<file path="config.mk">
export PLATFORM = sky130hd
export DESIGN_NAME = icr_bank
export DESIGN_NICKNAME = d
export VERILOG_FILES = /design/src/verilog/icr_bank.v
export VERILOG_INCLUDE_DIRS = /design/src /design/src/include
export SDC_FILE = /design/constraint.sdc
export NUM_CORES = 1
export LEC_CHECK = 0
export BUFFER_PORTS_ARGS = -buffer_cell sky130_fd_sc_hd__buf_2
export CAP_MARGIN = 5
export CORE_MARGIN = 2
export CORE_UTILIZATION = 47
export DETAILED_ROUTE_END_ITERATION = 12
export GPL_TIMING_DRIVEN = 0
export PLACE_DENSITY_LB_ADDON = 0.1
export SLEW_MARGIN = 0
export SYNTH_ARGS = -nofsm -noshare
export SYNTH_HDL_FRONTEND = slang
export SYNTH_SLANG_ARGS = --single-unit
</file>
<file path="constraint.sdc">
create_clock -name clk_i -period 2.6 [get_ports clk_i]
set_clock_uncertainty 0.05 [all_clocks]
set_input_delay 0.52 -clock clk_i [delete_from_list [all_inputs] [get_ports clk_i]]
set_output_delay 0.52 -clock clk_i [all_outputs]
set_load 0.01 [all_outputs]
</file>
<file path="src/include/icr_map.vh">
// Register map and constants for the action-register bank.
// Assumes 32-bit AXI4-Lite words; byte address is four times the index.
`ifndef ICR_MAP_VH
`define ICR_MAP_VH

// Word indices of the documented action registers
`define ICR_IDX_SYNC_WD_CLR 12'hA05
`define ICR_IDX_LOOP_CLR 12'hA06
`define ICR_IDX_LIMIT_CLR 12'hA07
`define ICR_IDX_PAIR1_CLR 12'hA08
`define ICR_IDX_PAIR2_CLR 12'hA09
`define ICR_IDX_SPARE_A 12'hA0A
`define ICR_IDX_SPARE_B 12'hA0B
`define ICR_IDX_PHASE_CTL 12'hA0C
`define ICR_IDX_PROF_START 12'hA0D
`define ICR_IDX_TMO_FORCE 12'hA0E
`define ICR_IDX_MON_OVR 12'hA0F
`define ICR_IDX_MON_BYP 12'hA10

// Global reset-functions register and its clear-all bit
`define ICR_IDX_RESET_FN 12'hA03
`define ICR_BIT_CLR_ALL 1

// Interrupt monitor bytes (read only) and mask bytes
`define ICR_IDX_MON_BASE 12'hD03
`define ICR_IDX_MASK_BASE 12'hA20

// Phase offset control bits
`define ICR_BIT_PH_RST 2
`define ICR_BIT_PH_DEC 1
`define ICR_BIT_PH_INC 0

// Implemented bits of the five monitor bytes, low byte first
`define ICR_IRQ_VALID 40'hFF_FF1F_FF0F

// Reset values
`define ICR_RST_MASK 40'hFF_FFFF_FFFF
`define ICR_RST_NIB 4'h0

// AXI response codes
`define ICR_RESP_OKAY 2'b00
`define ICR_RESP_SLVERR 2'b10

`endif

</file>
<file path="src/verilog/icr_bank.v">
// Self-clearing action registers: interrupt clears, phase offset step
// strobes, profile-selection starts, forced timeouts; monitor overrides are held levels.
// Assumes one system clock; event inputs come from logic on that clock.
// Overview of operation
// - Clear sync, watchdog, storage interrupts; 7:4 unused
// - Clear the eight loop-state interrupts
// - Clear history, clamp, slew interrupts; 7:5 unused
// - Inputs one and two event clears
// - Inputs three and four event clears
// - Reset phase offset, bit self-clears
// - Decrement phase offset once, self-clears
// - Increment phase offset once, self-clears
// - Start profile selection per input
// - Start bits return to zero themselves
// - Force validation timeout per input, self-clears
// - Override monitor fault per input, default off
// - Bypass monitor per input, default off
// - Clear bit resets matching monitor bit
// - Monitor bits clear only by clears/reset
//
// The implementer's own choice: the AXI4-Lite slave port.
`timescale 1ns/1ps
`default_nettype none
`include "icr_map.vh"

module icr_bank #(
    parameter ADDR_W = 14 // Byte address width
)(
    input wire clk_i, // System clock, 20 MHz
    input wire rstn_i, // Synchronous reset, active low
    // AXI4-Lite write address
    input wire s_axi_awvalid, // Write address valid
    output wire s_axi_awready, // Write address ready
    input wire [ADDR_W-1:0] s_axi_awaddr, // Write byte address
    input wire [2:0] s_axi_awprot, // Unused protection
    // AXI4-Lite write data
    input wire s_axi_wvalid, // Write data valid
    output wire s_axi_wready, // Write data ready
    input wire [31:0] s_axi_wdata, // Write data
    input wire [3:0] s_axi_wstrb, // Byte strobes
    // AXI4-Lite write response
    output wire s_axi_bvalid, // Response valid
    input wire s_axi_bready, // Response ready
    output wire [1:0] s_axi_bresp, // Response code
    // AXI4-Lite read address
    input wire s_axi_arvalid, // Read address valid
    output wire s_axi_arready, // Read address ready
    input wire [ADDR_W-1:0] s_axi_araddr, // Read byte address
    input wire [2:0] s_axi_arprot, // Unused protection
    // AXI4-Lite read data
    output wire s_axi_rvalid, // Read data valid
    input wire s_axi_rready, // Read data ready
    output wire [31:0] s_axi_rdata, // Read data
    output wire [1:0] s_axi_rresp, // Read response code
    // Events into the interrupt monitor
    input wire [39:0] irq_event_i, // One-cycle event pulses
    // Strobes and levels to the loop and monitors
    output wire phase_rst_o, // Zero the phase offset
    output wire phase_dec_o, // Subtract one step
    output wire phase_inc_o, // Add one step
    output wire [3:0] prof_start_o, // Start profile selection
    output wire [3:0] tmo_force_o, // Force validation timeout
    output wire [3:0] mon_ovr_o, // Override monitor fault
    output wire [3:0] mon_byp_o, // Bypass monitor
    output wire irq_o // Level interrupt
);

    localparam NBYTE = 5; // Monitor bytes
    localparam [39:0] MASK_RST = `ICR_RST_MASK; // Mask reset, one byte per lane

    // Bus handshake state
    reg awready_q; // Address slot free
    reg wready_q; // Data slot free
    reg [ADDR_W-1:0] awaddr_q; // Captured write address
    reg [7:0] wbyte_q; // Captured low byte
    reg bvalid_q; // Write response pending
    reg [1:0] bresp_q; // Write response code
    reg arready_q; // Read slot free
    reg rvalid_q; // Read data pending
    reg [31:0] rdata_q; // Read data
    reg [1:0] rresp_q; // Read response code

    // Block state
    reg [39:0] mon_q; // Interrupt monitor
    reg [39:0] mask_q; // Interrupt mask
    reg [2:0] phase_q; // Phase strobes
    reg [3:0] start_q; // Profile start strobes
    reg [3:0] tmo_q; // Timeout strobes
    reg [3:0] ovr_q; // Override levels
    reg [3:0] byp_q; // Bypass levels
    reg irq_q; // Interrupt output

    // Write takes place once address and data are both held
    wire aw_full = ~awready_q; // Address captured
    wire w_full = ~wready_q; // Data captured
    wire wr_en = aw_full & w_full & ~bvalid_q; // Commit write
    wire [11:0] wr_idx = awaddr_q[13:2]; // Word index
    wire [11:0] rd_idx = s_axi_araddr[13:2]; // Read index
    wire wr_hit; // Write to a mapped word
    wire [39:0] clr_vec; // Per-bit clear strobes
    wire clr_all; // Global clear request

    // Bus signals straight from flops
    assign s_axi_awready = awready_q;
    assign s_axi_wready = wready_q;
    assign s_axi_bvalid = bvalid_q;
    assign s_axi_bresp = bresp_q;
    assign s_axi_arready = arready_q;
    assign s_axi_rvalid = rvalid_q;
    assign s_axi_rdata = rdata_q;
    assign s_axi_rresp = rresp_q;

    // Block outputs straight from flops
    assign phase_rst_o = phase_q[`ICR_BIT_PH_RST];
    assign phase_dec_o = phase_q[`ICR_BIT_PH_DEC];
    assign phase_inc_o = phase_q[`ICR_BIT_PH_INC];
    assign prof_start_o = start_q;
    assign tmo_force_o = tmo_q;
    assign mon_ovr_o = ovr_q;
    assign mon_byp_o = byp_q;
    assign irq_o = irq_q;

    // Write-address capture; freed after the response is taken
    always @(posedge clk_i)
    begin
        if (!rstn_i)
        begin
            awready_q <= 1'b1;
            awaddr_q <= {ADDR_W{1'b0}};
        end
        else if (awready_q && s_axi_awvalid)
        begin
            // Hold address until the write response is taken
            awready_q <= 1'b0;
            awaddr_q <= s_axi_awaddr;
        end
        else if (bvalid_q && s_axi_bready)
        begin
            awready_q <= 1'b1;
        end
    end

    // Write-data capture; only the low byte carries bits
    always @(posedge clk_i)
    begin
        if (!rstn_i)
        begin
            wready_q <= 1'b1;
            wbyte_q <= 8'h00;
        end
        else if (wready_q && s_axi_wvalid)
        begin
            wready_q <= 1'b0;
            // A cleared strobe reads as zero: no action taken
            wbyte_q <= s_axi_wstrb[0] ? s_axi_wdata[7:0] : 8'h00;
        end
        else if (bvalid_q && s_axi_bready)
        begin
            wready_q <= 1'b1;
        end
    end

    // Address decode of mapped writable words
    assign wr_hit = (wr_idx >= `ICR_IDX_RESET_FN && wr_idx <= `ICR_IDX_MON_BYP)
                  || (wr_idx >= `ICR_IDX_MASK_BASE && wr_idx < `ICR_IDX_MASK_BASE + 12'd5);

    // Write response; unmapped words answer SLVERR
    always @(posedge clk_i)
    begin
        if (!rstn_i)
        begin
            bvalid_q <= 1'b0;
            bresp_q <= `ICR_RESP_OKAY;
        end
        else if (wr_en)
        begin
            bvalid_q <= 1'b1;
            bresp_q <= wr_hit ? `ICR_RESP_OKAY : `ICR_RESP_SLVERR;
        end
        else if (bvalid_q && s_axi_bready)
        begin
            bvalid_q <= 1'b0;
        end
    end

    // Global clear-all, self-clearing by nature of a strobe
    assign clr_all = wr_en && wr_idx == `ICR_IDX_RESET_FN
                   && wbyte_q[`ICR_BIT_CLR_ALL];

    // One byte lane of clears and mask per monitor byte
    genvar k;
    generate
        for (k = 0; k < NBYTE; k = k + 1)
        begin : g_byte
            // Clear register k maps one to one on monitor byte k
            wire hit = wr_en && wr_idx == `ICR_IDX_SYNC_WD_CLR + k;
            // Bytes 0 sync/wd/storage, 1 loop, 2 limit, 3-4 input pairs
            assign clr_vec[8*k +: 8] = hit ? wbyte_q : 8'h00;

            // Mask byte k, read/write
            always @(posedge clk_i)
            begin
                if (!rstn_i)
                begin
                    mask_q[8*k +: 8] <= MASK_RST[8*k +: 8];
                end
                else if (wr_en && wr_idx == `ICR_IDX_MASK_BASE + k)
                begin
                    mask_q[8*k +: 8] <= wbyte_q;
                end
            end
        end
    endgenerate

    // Interrupt monitor: set on unmasked events, cleared only by
    // clear bits, clear-all or reset; a set in the clearing cycle wins
    always @(posedge clk_i)
    begin
        if (!rstn_i)
        begin
            mon_q <= 40'h00_0000_0000;
        end
        else
        begin
            // Unused bit positions never set
            mon_q <= ((clr_all ? 40'h00_0000_0000 : (mon_q & ~clr_vec))
                     | (irq_event_i & mask_q)) & `ICR_IRQ_VALID;
        end
    end

    // Level interrupt while any unmasked monitor bit stands
    always @(posedge clk_i)
    begin
        if (!rstn_i)
        begin
            irq_q <= 1'b0;
        end
        else
        begin
            irq_q <= |(mon_q & mask_q);
        end
    end

    // Phase offset strobes last one cycle; the bit is never stored
    always @(posedge clk_i)
    begin
        if (!rstn_i)
        begin
            phase_q <= 3'b000;
        end
        else if (wr_en && wr_idx == `ICR_IDX_PHASE_CTL)
        begin
            // Reset, decrement, increment; zero bits do nothing
            phase_q <= wbyte_q[2:0];
        end
        else
        begin
            phase_q <= 3'b000;
        end
    end

    // Profile-selection start strobes, one cycle each
    always @(posedge clk_i)
    begin
        if (!rstn_i)
        begin
            start_q <= `ICR_RST_NIB;
        end
        else if (wr_en && wr_idx == `ICR_IDX_PROF_START)
        begin
            // Bit 3 fourth input down to bit 0 first input
            start_q <= wbyte_q[3:0];
        end
        else
        begin
            // Acted on in one cycle, then back to zero
            start_q <= `ICR_RST_NIB;
        end
    end

    // Forced validation timeout strobes
    always @(posedge clk_i)
    begin
        if (!rstn_i)
        begin
            tmo_q <= `ICR_RST_NIB;
        end
        else if (wr_en && wr_idx == `ICR_IDX_TMO_FORCE)
        begin
            tmo_q <= wbyte_q[3:0];
        end
        else
        begin
            tmo_q <= `ICR_RST_NIB;
        end
    end

    // Override and bypass are levels: a one-cycle override would be
    // useless to a monitor that judges over many reference periods
    always @(posedge clk_i)
    begin
        if (!rstn_i)
        begin
            ovr_q <= `ICR_RST_NIB;
            byp_q <= `ICR_RST_NIB;
        end
        else if (wr_en && wr_idx == `ICR_IDX_MON_OVR)
        begin
            ovr_q <= wbyte_q[3:0];
        end
        else if (wr_en && wr_idx == `ICR_IDX_MON_BYP)
        begin
            byp_q <= wbyte_q[3:0];
        end
    end

    // Read mux; strobe registers always read zero
    reg [7:0] rd_byte; // Selected byte
    reg rd_hit; // Read of a mapped word
    integer j;
    always @*
    begin
        rd_byte = 8'h00;
        rd_hit = 1'b0;
        // Clear, spare, strobe and reset words exist but read zero
        if (rd_idx >= `ICR_IDX_RESET_FN && rd_idx <= `ICR_IDX_MON_BYP)
        begin
            rd_hit = 1'b1;
        end
        if (rd_idx == `ICR_IDX_MON_OVR)
        begin
            rd_byte = {4'h0, ovr_q};
        end
        else if (rd_idx == `ICR_IDX_MON_BYP)
        begin
            rd_byte = {4'h0, byp_q};
        end
        for (j = 0; j < NBYTE; j = j + 1)
        begin
            if (rd_idx == `ICR_IDX_MON_BASE + j)
            begin
                rd_byte = mon_q[8*j +: 8];
                rd_hit = 1'b1;
            end
            if (rd_idx == `ICR_IDX_MASK_BASE + j)
            begin
                rd_byte = mask_q[8*j +: 8];
                rd_hit = 1'b1;
            end
        end
    end

    // Read channel: one read at a time, answer the cycle after
    always @(posedge clk_i)
    begin
        if (!rstn_i)
        begin
            arready_q <= 1'b1;
            rvalid_q <= 1'b0;
            rdata_q <= 32'h0000_0000;
            rresp_q <= `ICR_RESP_OKAY;
        end
        else if (arready_q && s_axi_arvalid)
        begin
            arready_q <= 1'b0;
            rvalid_q <= 1'b1;
            rdata_q <= {24'h00_0000, rd_byte};
            rresp_q <= rd_hit ? `ICR_RESP_OKAY : `ICR_RESP_SLVERR;
        end
        else if (rvalid_q && s_axi_rready)
        begin
            arready_q <= 1'b1;
            rvalid_q <= 1'b0;
        end
    end

endmodule
`default_nettype wire

</file>
Word-level counts from Yosys, hierarchy flattened --
Index checks and enable logic that the tools add are counted.
Cells by class: $lt $le $gt $ge 6, equality and inequality tests 28, muxes and demuxes 41, bitwise logic cells 11, reduce and logical (&&, ||, !) cells 35
Operators by type and width (count):
- $eq 12x12->1 const B | 28
- $mux 8 | 16
- $and 40x40->40 | 3
- $mux 40 | 1
- $not 40->40 | 1
- $or 40x40->40 | 1
- $reduce_or 40->1 | 1
- $ge 12x12->1 const B | 3
- $logic_and 1x1->1 | 25
- $le 12x12->1 const B | 2
- $mux 1 | 20
- $lt 12x12->1 const B | 1
- $mux 4 | 2
- $reduce_and 2->1 | 4
- $reduce_bool 2->1 | 4
- $mux 2 | 2
- $not 1->1 | 4
- $and 1x1->1 | 2
- $logic_or 1x1->1 | 1
Storage, ports and cells: register bits after elaboration 139, input port bits 117, output and inout bits 61, word-level logic and storage cells 144

Depth between registers and ports, before layout --
depth in word-level cells 14, gate-level depth with buffers 8, depth with buffers taken out 5

Least setup slack after synthesis --
OpenSTA, ideal clock, no wires.
path type input to register, from in s_axi_araddr[7], to reg rdata_q[1] (netlist: s_axi_rdata[1]), library setup time 116 ps, arrival 2183 ps, data required time 2434 ps, slack 251 ps, cell stages on the path 6, path buffers 1, path through or4_4 > or4b_2 > buf_2 > o21ai_0 > nor2_1 > a31o_1
Between the ends: longest elaborated chain between the ends 13, elaborated cells between the ends (all ways) 24, those cells by class eq/ne (12); mux (12)
RTL lines:
- start, declared | line icr_bank.v:48 | input wire [ADDR_W-1:0] s_axi_araddr,
- $eq 12x12->1 (no source line)
- $mux 4 | line icr_bank.v:334 | else if (rd_idx == `ICR_IDX_MON_BYP)
- $mux 4 | line icr_bank.v:330 | if (rd_idx == `ICR_IDX_MON_OVR)
- $mux 8 | line icr_bank.v:340 | if (rd_idx == `ICR_IDX_MON_BASE + j)
- $mux 8 | line icr_bank.v:345 | if (rd_idx == `ICR_IDX_MASK_BASE + j)
- $mux 8 | line icr_bank.v:340
- $mux 8 | line icr_bank.v:345
- $mux 8 | line icr_bank.v:340
- $mux 8 | line icr_bank.v:345
- $mux 8 | line icr_bank.v:340
- $mux 8 | line icr_bank.v:345
- $mux 8 | line icr_bank.v:340
- $mux 8 * | line icr_bank.v:345
- end signal, assigned | line icr_bank.v:367 | rdata_q <= {24'h00_0000, rd_byte};
- end, declared | line icr_bank.v:80 | reg [31:0] rdata_q;
Every way passes the cells marked *; elsewhere a longest branch is shown, timed or not. A chain may end at the register's enable or synchronous reset.

Worst setup path after layout --
from reg awaddr_q[8], to reg mon_q[30]
Between the ends: longest elaborated chain between the ends 7, elaborated cells between the ends (all ways) 10, those cells by class eq/ne (2); mux (2); bitwise (3); reduce/logical (3)
RTL lines:
- start, declared | line icr_bank.v:74 | reg [ADDR_W-1:0] awaddr_q;
- start signal, assigned | line icr_bank.v:129 | awaddr_q <= {ADDR_W{1'b0}};
- start signal, assigned | line icr_bank.v:135 | awaddr_q <= s_axi_awaddr;
- $eq 12x12->1 | line icr_bank.v:196 | wire hit = wr_en && wr_idx == `ICR_IDX_SYNC_WD_CLR + k;
- $logic_and 1x1->1 | line icr_bank.v:196
- $mux 8 | line icr_bank.v:198 | assign clr_vec[8*k +: 8] = hit ? wbyte_q : 8'h00;
- $not 40->40 | line icr_bank.v:226 | mon_q <= ((clr_all ? 40'h00_0000_0000 : (mon_q & ~clr_vec))
- $and 40x40->40 | line icr_bank.v:226
- $mux 40 * | line icr_bank.v:226
- $or 40x40->40 * | line icr_bank.v:227 | | (irq_event_i & mask_q)) & `ICR_IRQ_VALID;
- end signal, assigned | line icr_bank.v:226
- end, declared | line icr_bank.v:84 | reg [39:0] mon_q;
Marked as above.

==> metrics.md <==
| Metric | Value |
|---|---|
| Status | `finished clean` |
| Rel. slew slack | `31.0%` |
| Synth Flop Type | `dfxtp_1` |
| Largest net degree at the start of global routing | `17` |
| Final Critical Period | `2.50 ns` |
| Worst-Margin Slew | `1.02 ns` |
| Post-route DRC | `0` |
| Ports | `178` |
| # fillers | `1,253` |
| Layout Cells excl Fill | `1,044` |
| Vias in the first global route | `5,726` |
| FFs w/ async S/R, synth | `0%` |
| Hold crit path type | `in2reg` |
| Register area share after synthesis | `40.2%` |
| Core Rows | `42` |
| Final antenna diode count | `0` |
| Fin nets | `975` |
| Fin. Hold Viols | `0` |
| Placed cell count | `1,014` |
| Crit Path Max Fanout | `8` |
| Core area | `13,200 sq um` |
| RSZ-0062 raised after global routing | `no` |
| Drt via density | `6.05` |
| Drt total wl | `22,300 microns` |
| Post-DP HPWL | `16,700 microns` |
| Kind of critical path | `reg2reg` |
| FF+latch count, synth | `128` |
| DR vias | `6,316` |
| Num CTS Buffers | `17` |
| Clk slew on worst S/H paths | `0.06 ns` |
| Most common cell after layout, fill and taps aside | `dfxtp_1` |
| Worst EP required | `2.86 ns` |
| Distinct cells, synth | `70` |
| CTS Hold Bufs | `0` |
| Number of port buffers | `105` |
| Power Dens Cells | `609 nW/um^2` |
| Commonest cells after routing, fill and taps aside | `128 x dfxtp_1, 109 x buf_2, 101 x nand2_1` |
| Total gr overflow | `0` |
| Global-route wire length before repair | `33,500 microns` |
| Clock latency on the worst-skew pair | `0.42 ns` |
| TritonCTS clock tree | `done` |
| Ys Warns | `0` |
| Synth area leaders | `dfxtp_1 40%, mux2i_1 7.5%, nand2_1 5.9%, a21boi_0 4.5%, a32o_1 3.1%` |
| Sink Count | `128` |
| Max clock buf depth | `2` |
| Post-Synthesis Cells | `708` |
| Synth Area per Inst | `9.01 sq um` |
| DR iter-0 viols | `648` |
| Starting density of the core | `48.2%` |
| Crit. End Element | `flip-flop` |
| Max-cap violations | `0` |
| Max Slew Vio Count | `0` |
| Crit path DAT | `2.76 ns` |
| Final period utilization | `96.0%` |
| Post-Syn Area | `6380 sq um` |
| Post-DP Area | `7220 sq um` |
| Share of the synthesized area in the top cell type | `40.2%` |
| Cell taking the most area after synthesis | `dfxtp_1` |
| Initial antenna violation count | `0` |
| Number of synthesized flops with an enable pin | `0` |
| Gp weighted congestion | `0.984` |
| Setup crit start kind | `flip-flop` |
| Pleak | `3.41 nW` |
| Maximum clock frequency | `400 MHz` |
| DRT Pass-1 Iters | `5` |
| Layout cells sized above 1 | `23.0%` |
| Final setup vio count | `0` |
| P&R area growth vs syn | `22.6%` |
| H-tree levels | `4` |
| Width of the chip | `121 microns` |
| VDD IR max | `0.485 mV` |
| Root buf cell | `clkbuf_16` |
| DRT antenna net count | `0` |
| Area of the die | `14,500 sq um` |
| Power, Total | `4.76 mW` |
| Tot GR Track Use | `30.9%` |
| Die Ht | `121 microns` |
| Post-route cell area | `7820 sq um` |
| Average wire per standard cell | `21.4 microns` |
## critical path, stage by stage, from the launching register on
cell and delay, ns:
dfxtp_1 0.31, or2_0 0.21, buf_2 0.15, or4_4 0.48, buf_6 0.15, nor4_4 0.59, a21boi_0 0.20, a32o_1 0.25
## layout make-up
class | instances | area [sq um] | share of cell area (%)
buffer | 75 | 420 | 5.38
clock buffer | 22 | 464 | 5.94
timing repair buffer | 106 | 533 | 6.81
inverter | 1 | 3.75 | 0.0480
multi-input combinational | 529 | 3550 | 45.4
sequential | 128 | 2560 | 32.8
clock inverter | 7 | 63.8 | 0.816
tap | 176 | 220 | 2.82
## power breakdown
part	switching (mW)	internal (mW)
logic	0.266	0.203
registers	0.0824	2.04
clock network	0.835	1.34
total	1.18	3.58
## routing by layer
layer | vias up | track usage [%] | wire length [microns]
met5 | - | 0 | 0
met4 | 0 | 11.7 | 763
met3 | 50 | 7.50 | 2060
met2 | 347 | 47.2 | 9800
met1 | 3020 | 42.3 | 9700
li1 | 2899 | - | -
## registers in the layout, indices dropped and copies added, names as in the netlist, 8 cells and up
signal and cells:
awaddr_q 12, mask_q 40, mon_q 33, s_axi_rdata 8, wbyte_q 8
## kinds of logic (layout without fill, tap and decap cells)
| group | Yosys count | count (layout) | share of synthesized area, % |
|---|---|---|---|
| simple gates | 258 | 258 | 22.6 |
| compound gates | 196 | 196 | 22.8 |
| flops | 128 | 128 | 40.2 |
| buf+inv | 76 | 211 | 6.65 |
| mux | 49 | 49 | 7.71 |
| other cells | 1 | 26 | 0.0588 |
## final timing paths
kind	start	endpoint	slack, ns	cells after the start
setup / recovery	awaddr_q[8]	mon_q[30]	0.10	7
hold / removal	irq_event_i[2]	mon_q[2]	0.29	3
hold reg to reg	s_axi_rresp[1]	s_axi_rresp[1]	0.41	2
setup reg to reg	awaddr_q[8]	mon_q[30]	0.10	7
## Yosys cell counts, types with 5 or more instances
library cell  instances
a22oi_1               7
clkbuf_1             38
o2bb2ai_1             5
nor2b_1              11
a211oi_1              5
nor2_1               16
a31o_2                5
nand2_1             101
and3_1               17
a32o_1               20
and2_1               10
a21oi_1              23
nand3_1              24
a22o_1                8
nor3_1                8
a21boi_0             38
mux2i_1              48
nand2b_1              7
nand4_1               7
nor4b_1               8
a221oi_1              7
nor4_1               10
dfxtp_1             128
a31oi_1               6
a221o_1               9
o21ai_0              36
buf_4                26
## what timing repair did
item,CTS,global route
setup buffers,0,1
setup endpoints to repair,5,18
pin swaps,0,1
gates resized for setup,2,8
## through the flow
stage	TNS, ns	hold WS, ns	setup slack, ns	utilization [%]
2_1_floorplan	0	0.388	0.251	-
3_3_place_gp	-3.16	0.385	-0.552	54.5
3_5_place_dp	-3.50	0.399	-0.611	54.5
4_1_cts	0	0.274	0.0713	58.6
5_1_grt	0	0.291	0.00813	59.1
6_report	0	0.286	0.103	59.1
Power figures use the tool's default switching activity.
